===== src/scan_xcvr_map.svh =====
// Constants for the scan-wrapped bus transceiver: widths, opcodes, fields.
// Assumes inclusion by bare name from the package and the top module.
`ifndef SCAN_XCVR_MAP_SVH
`define SCAN_XCVR_MAP_SVH
`define BUS_W 20
`define IR_W 8
`define BSR_W 88
`define BCR_W 23
`define ID_W 32
`define IR_CAPTURE 8'h81
`define OP_EXTEST 8'h00
`define OP_SAMPLE 8'h81
`define OP_IDCODE 8'h82
`define OP_HIGHZ 8'h06
`define OP_RUNT 8'h09
`define OP_SCANBCR 8'h0A
`define OP_BYPASS 8'hFF
// Arbitrary neutral identification value
`define ID_DEFAULT 32'h0000_0001
`define BSR_AIN_LSB 7'h08
`define BSR_AOUT_LSB 7'h1C
`define BSR_BIN_LSB 7'h30
`define BSR_BOUT_LSB 7'h44
`define CTRL_AB_OE 3
`define CTRL_BA_OE 7
`define BCR_OP_LSB 0
`define BCR_DIR 2
`define BCR_MASK_LSB 3
`define RUN_PSA 2'h1
`define RUN_PRPG 2'h2
`define RUN_COUNT 2'h3
`define LFSR_TAP_A 19
`define LFSR_TAP_B 16
`define TLR_TMS_CYCLES 3'h5
`define SYNC_RST_LOW 11'h443
`endif


===== src/scan_xcvr_pkg.sv =====
// Types shared by the scan-wrapped bus transceiver.
// Assumes the map header sits on the include path.
`default_nettype none
`include "scan_xcvr_map.svh"
package scan_xcvr_pkg;
    typedef struct packed {
        logic oe_n;
        logic le;
        logic clken_n;
        logic clk;
    } dir_ctrl_t;
    typedef struct packed {
        logic tck;
        logic tms;
        logic tdi;
    } tap_pins_t;
    typedef enum logic [3:0] {
        TLR = 4'b1111, RTI = 4'b1100, SEL_DR = 4'b0111, CAP_DR = 4'b0110,
        SH_DR = 4'b0010, EX1_DR = 4'b0001, PAU_DR = 4'b0011,
        EX2_DR = 4'b0000, UPD_DR = 4'b0101, SEL_IR = 4'b0100,
        CAP_IR = 4'b1110, SH_IR = 4'b1010, EX1_IR = 4'b1001,
        PAU_IR = 4'b1011, EX2_IR = 4'b1000, UPD_IR = 4'b1101
    } tap_state_t;
    typedef enum logic [1:0] {
        SEL_BSR = 2'b00, SEL_BCR = 2'b01, SEL_BYP = 2'b10, SEL_ID = 2'b11
    } dr_sel_t;
endpackage
`default_nettype wire


===== src/scan_xcvr.sv =====
// Scan-wrapped 20-bit registered bus transceiver with a serial test port.
// Assumes every pin and the test clock arrive asynchronously to CLK_I,
// which must run well above the test clock and the bus clocks.
//
// Functional notes
// - Each direction carries twenty data bits between the A and B buses.
// - A-to-B latch enable high makes B follow A transparently.
// - Latch enable low with clock enable high or static clock holds B.
// - Latch and clock enable low store A on each rising A-to-B clock.
// - A-to-B output enable low drives B; high floats B.
// - B-to-A flow works the same with its own four controls.
// - Test mode inhibits normal flow; test logic controls the boundary.
// - Test port activity in normal mode leaves data paths undisturbed.
// - Two boundary cells per data pin, captured and forced per side.
// - Test inputs sampled on test clock rise, outputs change on fall.
// - Serial test data input reads high when undriven.
// - Test mode select reads high when undriven.
// - Serial output shifts instruction or selected data register bits.
// - Only test clock and mode select advance the test state machine.
// - Instruction register is eight bits long.
// - Data registers: 88 boundary, 23 control, 1 bypass, 32 identity.
// - Signature compression on inputs, pseudo-random patterns on outputs.
// - Combined mode compresses inputs while counting on the outputs.
// - Test operations follow the standard four-wire access protocol.
// - Mode select held high reaches reset state within five clocks.
// - Instruction capture loads the pattern 10000001.
// - New instruction takes effect on falling clock in update state.
// - Serial output enables on first falling clock in shift state.
`default_nettype none
`include "scan_xcvr_map.svh"
module scan_xcvr #(
    // Arbitrary identification value
    parameter logic [`ID_W-1:0] ID_CODE = `ID_DEFAULT
) (
    // System
    input wire logic CLK_I,
    input wire logic SYS_RST_I,
    // A bus pins
    input wire logic [`BUS_W-1:0] A_I,
    output logic [`BUS_W-1:0] A_O,
    output logic A_OE_O,
    // B bus pins
    input wire logic [`BUS_W-1:0] B_I,
    output logic [`BUS_W-1:0] B_O,
    output logic B_OE_O,
    // A-to-B controls
    input wire logic A_TO_B_OUTPUT_ENABLE_N_I,
    input wire logic A_TO_B_LATCH_ENABLE_I,
    input wire logic A_TO_B_CLOCK_ENABLE_N_I,
    input wire logic A_TO_B_CLOCK_I,
    // B-to-A controls
    input wire logic B_TO_A_OUTPUT_ENABLE_N_I,
    input wire logic B_TO_A_LATCH_ENABLE_I,
    input wire logic B_TO_A_CLOCK_ENABLE_N_I,
    input wire logic B_TO_A_CLOCK_I,
    // Test port
    input wire logic TCK_I,
    input wire logic TMS_I,
    input wire logic TDI_I,
    output logic TDO_O,
    output logic TDO_OE_O
);
    localparam int SYNC_W = 2 * `BUS_W + 11;

    logic [SYNC_W-1:0] raw, s1_ff, s2_ff;
    logic [`BUS_W-1:0] a_s, b_s;
    scan_xcvr_pkg::dir_ctrl_t ab_c, ba_c;
    scan_xcvr_pkg::tap_pins_t tp;
    scan_xcvr_pkg::dir_ctrl_t ctrl [2];
    logic [`BUS_W-1:0] src [2];
    logic [`BUS_W-1:0] tst_dat [2];
    logic tst_oe_n [2];
    logic [`BUS_W-1:0] out_ff [2];
    logic oe_ff [2];
    logic clk_d_ff [2];
    logic tck_d_ff, tck_rise, tck_fall;
    scan_xcvr_pkg::tap_state_t state_ff, nxt_state;
    logic [`IR_W-1:0] ir_ff, ir_sh_ff;
    logic [`BSR_W-1:0] bsr_sh_ff, bsr_upd_ff, bsr_cap;
    logic [`BCR_W-1:0] bcr_sh_ff, bcr_upd_ff;
    logic byp_ff;
    logic [`ID_W-1:0] id_sh_ff;
    scan_xcvr_pkg::dr_sel_t sel;
    logic test_mode, highz, dr_lsb, tdo_ff, tdo_oe_ff;
    logic [6:0] in_lsb, out_lsb;
    logic [`BUS_W-1:0] sig, pat, sig_nxt, pat_nxt, mask, in_data;
    logic [1:0] run_op;
    logic [2:0] tms_hi_cnt_ff;

    function automatic logic [`BUS_W-1:0] lfsr(input logic [`BUS_W-1:0] s);
        // Inverted feedback so an all-zero start still walks
        lfsr = {s[`BUS_W-2:0], ~(s[`LFSR_TAP_A] ^ s[`LFSR_TAP_B])};
    endfunction

    // Pin synchronisers; mode select, data input and output enables idle
    // high, so neither bus is driven while the first samples arrive
    assign raw = {A_I, B_I,
                  B_TO_A_OUTPUT_ENABLE_N_I, B_TO_A_LATCH_ENABLE_I,
                  B_TO_A_CLOCK_ENABLE_N_I, B_TO_A_CLOCK_I,
                  A_TO_B_OUTPUT_ENABLE_N_I, A_TO_B_LATCH_ENABLE_I,
                  A_TO_B_CLOCK_ENABLE_N_I, A_TO_B_CLOCK_I,
                  TCK_I, TMS_I, TDI_I};

    always_ff @(posedge CLK_I) begin
        if (SYS_RST_I) begin
            s1_ff <= {{(2 * `BUS_W){1'b0}}, `SYNC_RST_LOW};
            s2_ff <= {{(2 * `BUS_W){1'b0}}, `SYNC_RST_LOW};
        end else begin
            s1_ff <= raw;
            s2_ff <= s1_ff;
        end
    end

    assign {a_s, b_s, ba_c, ab_c, tp} = s2_ff;
    assign ctrl[0] = ab_c;
    assign ctrl[1] = ba_c;
    assign src[0] = a_s;
    assign src[1] = b_s;
    assign tst_dat[0] = bsr_upd_ff[`BSR_BOUT_LSB +: `BUS_W];
    assign tst_dat[1] = bsr_upd_ff[`BSR_AOUT_LSB +: `BUS_W];
    assign tst_oe_n[0] = bsr_upd_ff[`CTRL_AB_OE];
    assign tst_oe_n[1] = bsr_upd_ff[`CTRL_BA_OE];

    always_ff @(posedge CLK_I) begin
        if (SYS_RST_I) begin
            tck_d_ff <= 1'b0;
        end else begin
            tck_d_ff <= tp.tck;
        end
    end

    assign tck_rise = tp.tck & ~tck_d_ff;
    assign tck_fall = ~tp.tck & tck_d_ff;

    // Both directions share one datapath; index 0 is A to B
    for (genvar d = 0; d < 2; d++) begin : g_dir
        always_ff @(posedge CLK_I) begin
            if (SYS_RST_I) begin
                out_ff[d] <= '0;
                oe_ff[d] <= 1'b0;
                clk_d_ff[d] <= 1'b0;
            end else begin
                clk_d_ff[d] <= ctrl[d].clk;
                if (test_mode) begin
                    // Held value is replaced while the boundary drives
                    out_ff[d] <= tst_dat[d];
                    oe_ff[d] <= ~tst_oe_n[d] & ~highz;
                end else begin
                    oe_ff[d] <= ~ctrl[d].oe_n;
                    if (ctrl[d].le) begin
                        out_ff[d] <= src[d];
                    end else if (!ctrl[d].clken_n &&
                                 ctrl[d].clk && !clk_d_ff[d]) begin
                        out_ff[d] <= src[d];
                    end
                end
            end
        end
    end

    assign B_O = out_ff[0];
    assign B_OE_O = oe_ff[0];
    assign A_O = out_ff[1];
    assign A_OE_O = oe_ff[1];

    // Test state machine
    always_comb begin
        nxt_state = state_ff;
        case (state_ff)
            scan_xcvr_pkg::TLR: nxt_state = tp.tms ? scan_xcvr_pkg::TLR : scan_xcvr_pkg::RTI;
            scan_xcvr_pkg::RTI: nxt_state = tp.tms ? scan_xcvr_pkg::SEL_DR : scan_xcvr_pkg::RTI;
            scan_xcvr_pkg::SEL_DR: nxt_state = tp.tms ? scan_xcvr_pkg::SEL_IR : scan_xcvr_pkg::CAP_DR;
            scan_xcvr_pkg::CAP_DR: nxt_state = tp.tms ? scan_xcvr_pkg::EX1_DR : scan_xcvr_pkg::SH_DR;
            scan_xcvr_pkg::SH_DR: nxt_state = tp.tms ? scan_xcvr_pkg::EX1_DR : scan_xcvr_pkg::SH_DR;
            scan_xcvr_pkg::EX1_DR: nxt_state = tp.tms ? scan_xcvr_pkg::UPD_DR : scan_xcvr_pkg::PAU_DR;
            scan_xcvr_pkg::PAU_DR: nxt_state = tp.tms ? scan_xcvr_pkg::EX2_DR : scan_xcvr_pkg::PAU_DR;
            scan_xcvr_pkg::EX2_DR: nxt_state = tp.tms ? scan_xcvr_pkg::UPD_DR : scan_xcvr_pkg::SH_DR;
            scan_xcvr_pkg::UPD_DR: nxt_state = tp.tms ? scan_xcvr_pkg::SEL_DR : scan_xcvr_pkg::RTI;
            scan_xcvr_pkg::SEL_IR: nxt_state = tp.tms ? scan_xcvr_pkg::TLR : scan_xcvr_pkg::CAP_IR;
            scan_xcvr_pkg::CAP_IR: nxt_state = tp.tms ? scan_xcvr_pkg::EX1_IR : scan_xcvr_pkg::SH_IR;
            scan_xcvr_pkg::SH_IR: nxt_state = tp.tms ? scan_xcvr_pkg::EX1_IR : scan_xcvr_pkg::SH_IR;
            scan_xcvr_pkg::EX1_IR: nxt_state = tp.tms ? scan_xcvr_pkg::UPD_IR : scan_xcvr_pkg::PAU_IR;
            scan_xcvr_pkg::PAU_IR: nxt_state = tp.tms ? scan_xcvr_pkg::EX2_IR : scan_xcvr_pkg::PAU_IR;
            scan_xcvr_pkg::EX2_IR: nxt_state = tp.tms ? scan_xcvr_pkg::UPD_IR : scan_xcvr_pkg::SH_IR;
            scan_xcvr_pkg::UPD_IR: nxt_state = tp.tms ? scan_xcvr_pkg::SEL_DR : scan_xcvr_pkg::RTI;
            default: nxt_state = scan_xcvr_pkg::TLR;
        endcase
    end

    always_ff @(posedge CLK_I) begin
        if (SYS_RST_I) begin
            state_ff <= scan_xcvr_pkg::TLR;
        end else if (tck_rise) begin
            state_ff <= nxt_state;
        end
    end

    // Instruction register
    always_ff @(posedge CLK_I) begin
        if (SYS_RST_I) begin
            ir_sh_ff <= '0;
            ir_ff <= `OP_IDCODE;
        end else begin
            if (tck_rise && state_ff == scan_xcvr_pkg::CAP_IR) begin
                ir_sh_ff <= `IR_CAPTURE;
            end else if (tck_rise && state_ff == scan_xcvr_pkg::SH_IR) begin
                ir_sh_ff <= {tp.tdi, ir_sh_ff[`IR_W-1:1]};
            end
            if (state_ff == scan_xcvr_pkg::TLR) begin
                ir_ff <= `OP_IDCODE;
            end else if (tck_fall && state_ff == scan_xcvr_pkg::UPD_IR) begin
                ir_ff <= ir_sh_ff;
            end
        end
    end

    // Instruction decode
    always_comb begin
        case (ir_ff)
            `OP_EXTEST, `OP_SAMPLE: sel = scan_xcvr_pkg::SEL_BSR;
            `OP_RUNT, `OP_SCANBCR: sel = scan_xcvr_pkg::SEL_BCR;
            `OP_IDCODE: sel = scan_xcvr_pkg::SEL_ID;
            default: sel = scan_xcvr_pkg::SEL_BYP;
        endcase
    end

    assign test_mode = ir_ff == `OP_EXTEST || ir_ff == `OP_HIGHZ ||
                       ir_ff == `OP_RUNT;
    assign highz = ir_ff == `OP_HIGHZ;
    assign bsr_cap = {out_ff[0], b_s, out_ff[1], a_s, ba_c, ab_c};

    // Data register capture and shift
    always_ff @(posedge CLK_I) begin
        if (SYS_RST_I) begin
            bsr_sh_ff <= '0;
            bcr_sh_ff <= '0;
            byp_ff <= 1'b0;
            id_sh_ff <= '0;
        end else if (tck_rise && state_ff == scan_xcvr_pkg::CAP_DR) begin
            case (sel)
                scan_xcvr_pkg::SEL_BSR: bsr_sh_ff <= bsr_cap;
                scan_xcvr_pkg::SEL_BCR: bcr_sh_ff <= bcr_upd_ff;
                scan_xcvr_pkg::SEL_ID: id_sh_ff <= ID_CODE;
                default: byp_ff <= 1'b0;
            endcase
        end else if (tck_rise && state_ff == scan_xcvr_pkg::SH_DR) begin
            case (sel)
                scan_xcvr_pkg::SEL_BSR:
                    bsr_sh_ff <= {tp.tdi, bsr_sh_ff[`BSR_W-1:1]};
                scan_xcvr_pkg::SEL_BCR:
                    bcr_sh_ff <= {tp.tdi, bcr_sh_ff[`BCR_W-1:1]};
                scan_xcvr_pkg::SEL_ID:
                    id_sh_ff <= {tp.tdi, id_sh_ff[`ID_W-1:1]};
                default: byp_ff <= tp.tdi;
            endcase
        end
    end

    // Self-test operations run in idle under the run-test instruction
    assign run_op = bcr_upd_ff[`BCR_OP_LSB +: 2];
    assign mask = bcr_upd_ff[`BCR_MASK_LSB +: `BUS_W];
    assign in_lsb = bcr_upd_ff[`BCR_DIR] ? `BSR_BIN_LSB : `BSR_AIN_LSB;
    assign out_lsb = bcr_upd_ff[`BCR_DIR] ? `BSR_AOUT_LSB : `BSR_BOUT_LSB;
    assign in_data = bcr_upd_ff[`BCR_DIR] ? b_s : a_s;
    assign sig = bsr_upd_ff[in_lsb +: `BUS_W];
    assign pat = bsr_upd_ff[out_lsb +: `BUS_W];
    assign sig_nxt = lfsr(sig) ^ (in_data & mask);
    assign pat_nxt = run_op == `RUN_COUNT ? pat + 1'b1 : lfsr(pat);

    always_ff @(posedge CLK_I) begin
        if (SYS_RST_I || state_ff == scan_xcvr_pkg::TLR) begin
            bsr_upd_ff <= '0;
            bcr_upd_ff <= '0;
        end else if (tck_fall && state_ff == scan_xcvr_pkg::UPD_DR) begin
            if (sel == scan_xcvr_pkg::SEL_BSR) begin
                bsr_upd_ff <= bsr_sh_ff;
            end else if (sel == scan_xcvr_pkg::SEL_BCR) begin
                bcr_upd_ff <= bcr_sh_ff;
            end
        end else if (tck_rise && state_ff == scan_xcvr_pkg::RTI &&
                     ir_ff == `OP_RUNT) begin
            if (run_op == `RUN_PSA || run_op == `RUN_COUNT) begin
                bsr_upd_ff[in_lsb +: `BUS_W] <= sig_nxt;
            end
            if (run_op == `RUN_PRPG || run_op == `RUN_COUNT) begin
                bsr_upd_ff[out_lsb +: `BUS_W] <= pat_nxt;
            end
        end
    end

    // Serial output changes only on the falling test clock
    always_comb begin
        case (sel)
            scan_xcvr_pkg::SEL_BSR: dr_lsb = bsr_sh_ff[0];
            scan_xcvr_pkg::SEL_BCR: dr_lsb = bcr_sh_ff[0];
            scan_xcvr_pkg::SEL_ID: dr_lsb = id_sh_ff[0];
            default: dr_lsb = byp_ff;
        endcase
    end

    always_ff @(posedge CLK_I) begin
        if (SYS_RST_I) begin
            tdo_ff <= 1'b0;
            tdo_oe_ff <= 1'b0;
        end else if (tck_fall) begin
            tdo_oe_ff <= state_ff == scan_xcvr_pkg::SH_IR ||
                         state_ff == scan_xcvr_pkg::SH_DR;
            tdo_ff <= state_ff == scan_xcvr_pkg::SH_IR ?
                      ir_sh_ff[0] : dr_lsb;
        end
    end

    assign TDO_O = tdo_ff;
    assign TDO_OE_O = tdo_oe_ff;

    // Helper: consecutive test clock rises with mode select high
    always_ff @(posedge CLK_I) begin
        if (SYS_RST_I) begin
            tms_hi_cnt_ff <= '0;
        end else if (tck_rise) begin
            if (!tp.tms) begin
                tms_hi_cnt_ff <= '0;
            end else if (tms_hi_cnt_ff != `TLR_TMS_CYCLES) begin
                tms_hi_cnt_ff <= tms_hi_cnt_ff + 3'h1;
            end
        end
    end
endmodule
`default_nettype wire


===== config.mk =====
export PLATFORM = sky130hd
export DESIGN_NAME = scan_xcvr
export DESIGN_NICKNAME = d
export VERILOG_FILES = /design/src/scan_xcvr_pkg.sv /design/src/scan_xcvr.sv
export VERILOG_INCLUDE_DIRS = /design/src /design/src/src
export SDC_FILE = /design/constraint.sdc
export NUM_CORES = 1
export LEC_CHECK = 0
export BUFFER_PORTS_ARGS = -buffer_cell sky130_fd_sc_hd__buf_2
export CORE_UTILIZATION = 50
export DETAILED_ROUTE_END_ITERATION = 7
export GPL_ROUTABILITY_DRIVEN = 1
export HOLD_SLACK_MARGIN = 0.03
export PLACE_DENSITY_LB_ADDON = 0.08
export SLEW_MARGIN = 15
export SYNTH_ARGS = -nofsm -noshare
export SYNTH_HDL_FRONTEND = slang
export SYNTH_SLANG_ARGS = --single-unit

===== constraint.sdc =====
create_clock -name CLK_I -period 3.4 [get_ports CLK_I]
set_input_delay 0 -clock CLK_I [delete_from_list [all_inputs] [get_ports CLK_I]]
set_output_delay 0 -clock CLK_I [all_outputs]
set_load 0.02 [all_outputs]

==> results by group <==
Outcome
  – Outcome: complete, no violations

Synthesis
  – Synthesis warning total: 0
  – Post-synthesis async set-or-reset flop share: 0%
  – Largest area contributor in the netlist: dfxtp_1
  – Synth top area share: 42.4%
  – Count leader, synth: dfxtp_1
  – Synth cell types: 76
  – Register area share after synthesis: 50.3%
  – EDFF count, synth: 42
  – Mapped Avg Cell Area: 9.54 sq um
  – Top cells by area, synth: dfxtp_1 (42%), mux2i_1 (8.3%), edfxtp_1 (7.9%)
  – Synth Flop Type: dfxtp_1
  – Synth top cells by count: dfxtp_1 (336), nor2_1 (203), mux2i_1 (131)
  – Gate Count Post-Synth: 1664
  – Cell area after synthesis: 15900 sq um
  – Yosys reg bits: 378

STA
  – Worst Tran Pin Value: 0.999 ns
  – Final Slew Violations: 0
  – Relative slew slack: 33.4%
  – TNS Setup: 0 ns
  – Final number of setup-violating endpoints: 0
  – RSZ-0062 raised after global routing: false
  – Min Clock Period, post-route: 3.06 ns
  – Hold Vio Cnt, Final: 0
  – Crit share post-route: 90.0%
  – F_max: 327 MHz
  – Final Skew: 0.0223 ns

GRT
  – GR Overflow Total: 0
  – Gr usage total: 23.6%
  – First-pass GRT wire length: 61.7 mm
  – Largest net degree at the start of global routing: 104
  – Vias in the first global route: 11100
  – Initial antenna violation count: 1

Critical path
  – Buf+Inv Stages, Crit Path: 1
  – Worst-path fanout max: 42
  – CP Data Arrival Time: 3.49 ns
  – Max incr delay on CP: 0.78 ns
  – Worst reg2reg startpoint: ir_ff[2]$_SDFFE_PP0P_
  – CP required: 3.83 ns
  – Setup crit end kind: register
  – Crit path launch: ir_ff[2]$_SDFFE_PP0P_
  – CP delay by family, top: simple AND/OR/NAND/NOR gates
  – Crit path kind: register to register
  – Startpoint Class: register
  – Cell chain of the critical path: or4_1 -> nor4_1 -> and2_4 -> buf_4 -> nor2_1 -> a211oi_1
  – CP max-delay cell: nor4_1

Placement
  – Port Buf Inserts: 96
  – Post-DP HPWL: 25.3 mm
  – GPL Wtd Cong: 0.898

Floorplan
  – I/O Pins: 97
  – Die Ht: 180 um
  – Die X: 180 um
  – Starting density of the core: 51.3%
  – Core Box Area: 30900 sq um
  – Die Area: 32500 sq um
  – # rows: 64

Cells and area
  – Final core occ: 59.0%
  – Multi-input logic area: 7000 sq um
  – Area grow syn2layout: 14.8%
  – Fill cell count: 2705
  – Register area: 7990 sq um
  – Diode count: 0
  – Nets@finish: 1762
  – Share of layout cells above drive strength 1: 14.0%

Power and ir drop
  – Switch Pwr: 2.08 mW
  – Combinational power share: 3.6%
  – Switch share: 22.4%
  – Pwr dens: 509 nW/um^2
  – Internal power: 7.20 mW
  – Clk pwr share: 46.4%
  – Max VDD drop: 0.411 mV
  – Sequential share of power: 50.0%
  – Pleak: 7.05 nW

Drt
  – DR WL/cell: 18.0 um
  – Routed via count: 12100
  – DRC Markers: 0
  – DR iter-0 viols: 854
  – Detail Route Antenna Nets: 0
  – Avg Vias per Cell: 5.68
  – DRT Pass-1 Iters: 7
  – Detailed Route WL: 38.5 mm

Clocking
  – Setup Fix Bufs, Post-CTS: 0
  – # resized after CTS: 0
  – # clock sinks: 378
  – CTS tree: yes
  – CTS Hold Buffers Added: 52
  – Num CTS Buffers: 41
  – Clk Latency, worst-skew pair: 0.54 ns
  – Clock slew at reported path FFs: 0.06 ns
  – H-tree levels: 2
  – Maximum clock path buffer count: 3
  – Clock Root Buffer: clkbuf_16

Min path
  – Hold Path Origin: TDI_I
  – Worst min path class: input port to register

Run
  – Max-cap violations: 0
-- layer usage --
layer  vias to the layer above  GRT usage, %  routed length (um)
li1                       5977             -                   -
met1                      5715          34.2               18600
met2                       371          35.9               16700
met3                        68          3.80                2290
met4                         2          7.08                 918
met5                         -             0                  11
-- cell families after synthesis --
kind of cell | Yosys count | share of synthesized area [%]
AO/OA/AOI/OAI | 392 | 17.1
XOR/XNOR | 12 | 0.662
adder cells (fa/ha/maj) | 1 | 0.0788
buffers and inverters | 193 | 5.73
flip-flops | 378 | 50.3
multiplexers | 141 | 8.97
other | 1 | 0.0236
AND/OR/NAND/NOR | 546 | 17.1
-- final cells by class --
class / count / area share, %
flip-flops and latches: 378 / 43.8
inverters: 4 / 0.0824
multi-input cells: 1094 / 38.4
clock buffers: 52 / 6.25
well taps: 396 / 2.72
repair buffers: 189 / 7.71
clock inverters: 23 / 0.968
-- power groups by stage --
stage	combinational, mW	clock, mW	sequential, mW
after global routing	0.365	4.58	4.65
final	0.334	4.31	4.64
after CTS	0.334	4.38	4.64
after global placement	0.286	0	4.74
after detailed placement	0.288	0	4.74
after floorplan	0.219	0	4.71
-- registers in the layout, indices dropped and copies added, names as in the netlist, 4 cells and up --
name / cells
ir_ff: 8
bsr_upd_ff: 42
bcr_sh_ff: 23
ir_sh_ff: 8
out_ff: 40
bsr_sh_ff: 88
id_sh_ff: 32
s1_ff: 51
s2_ff: 51
state_ff: 4
bcr_upd_ff: 23
-- worst paths after layout --
path,to,slack [ns],depth (start not counted)
setup / recovery,bsr_sh_ff[47]$_SDFFE_PP0P_,0.34,6
hold / removal,s1_ff[0]$_SDFF_PP1_,0.17,3
setup reg to reg,bsr_sh_ff[47]$_SDFFE_PP0P_,0.34,6
hold reg to reg,s2_ff[10]$_SDFF_PP1_,0.41,1
-- tightest hold or removal path: cells and delay by family --
family                 cells  cell delay [ns]
buffers and inverters      2             0.61
and+or+nand+nor            1             0.08
-- stage by stage --
| step | setup WS (ns) | hold WS (ns) | total power, mW | instance area, sq um | std cells |
|---|---|---|---|---|---|
| after detailed placement | 0.407 | 0.184 | 5.03 | 16400 | 2009 |
| final | 0.339 | 0.174 | 9.28 | 18200 | 2136 |
| after CTS | 0.376 | 0.144 | 9.36 | 18200 | 2136 |
| after global placement | 0.388 | 0.185 | 5.02 | 16400 | 2009 |
| after floorplan | 0.630 | 0.104 | 4.93 | 15900 | 1665 |
| after global routing | 0.128 | 0.182 | 9.60 | 18200 | 2136 |
-- cell usage in the layout, fill, tap and decap left out, types with 5 or more instances in the layout --
cell type / instances
a211oi_1: 116
a21oi_1: 105
a22o_1: 42
a22oi_1: 15
a31oi_1: 7
buf_12: 7
buf_2: 95
buf_4: 34
clkbuf_1: 5
clkbuf_16: 42
clkbuf_8: 6
clkinv_2: 15
dfxtp_1: 336
dlygate4sd3_1: 52
edfxtp_1: 42
mux2_2: 10
mux2i_1: 131
nand2_1: 105
nand2b_1: 7
nand3_1: 16
nand4_1: 11
nand4b_1: 6
nor2_1: 203
nor2b_1: 101
nor3_1: 8
nor3b_1: 40
nor4_1: 6
o211ai_1: 8
o21ai_0: 38
o22ai_1: 9
or2_2: 11
xnor2_1: 9
Power figures use the tool's default switching activity.
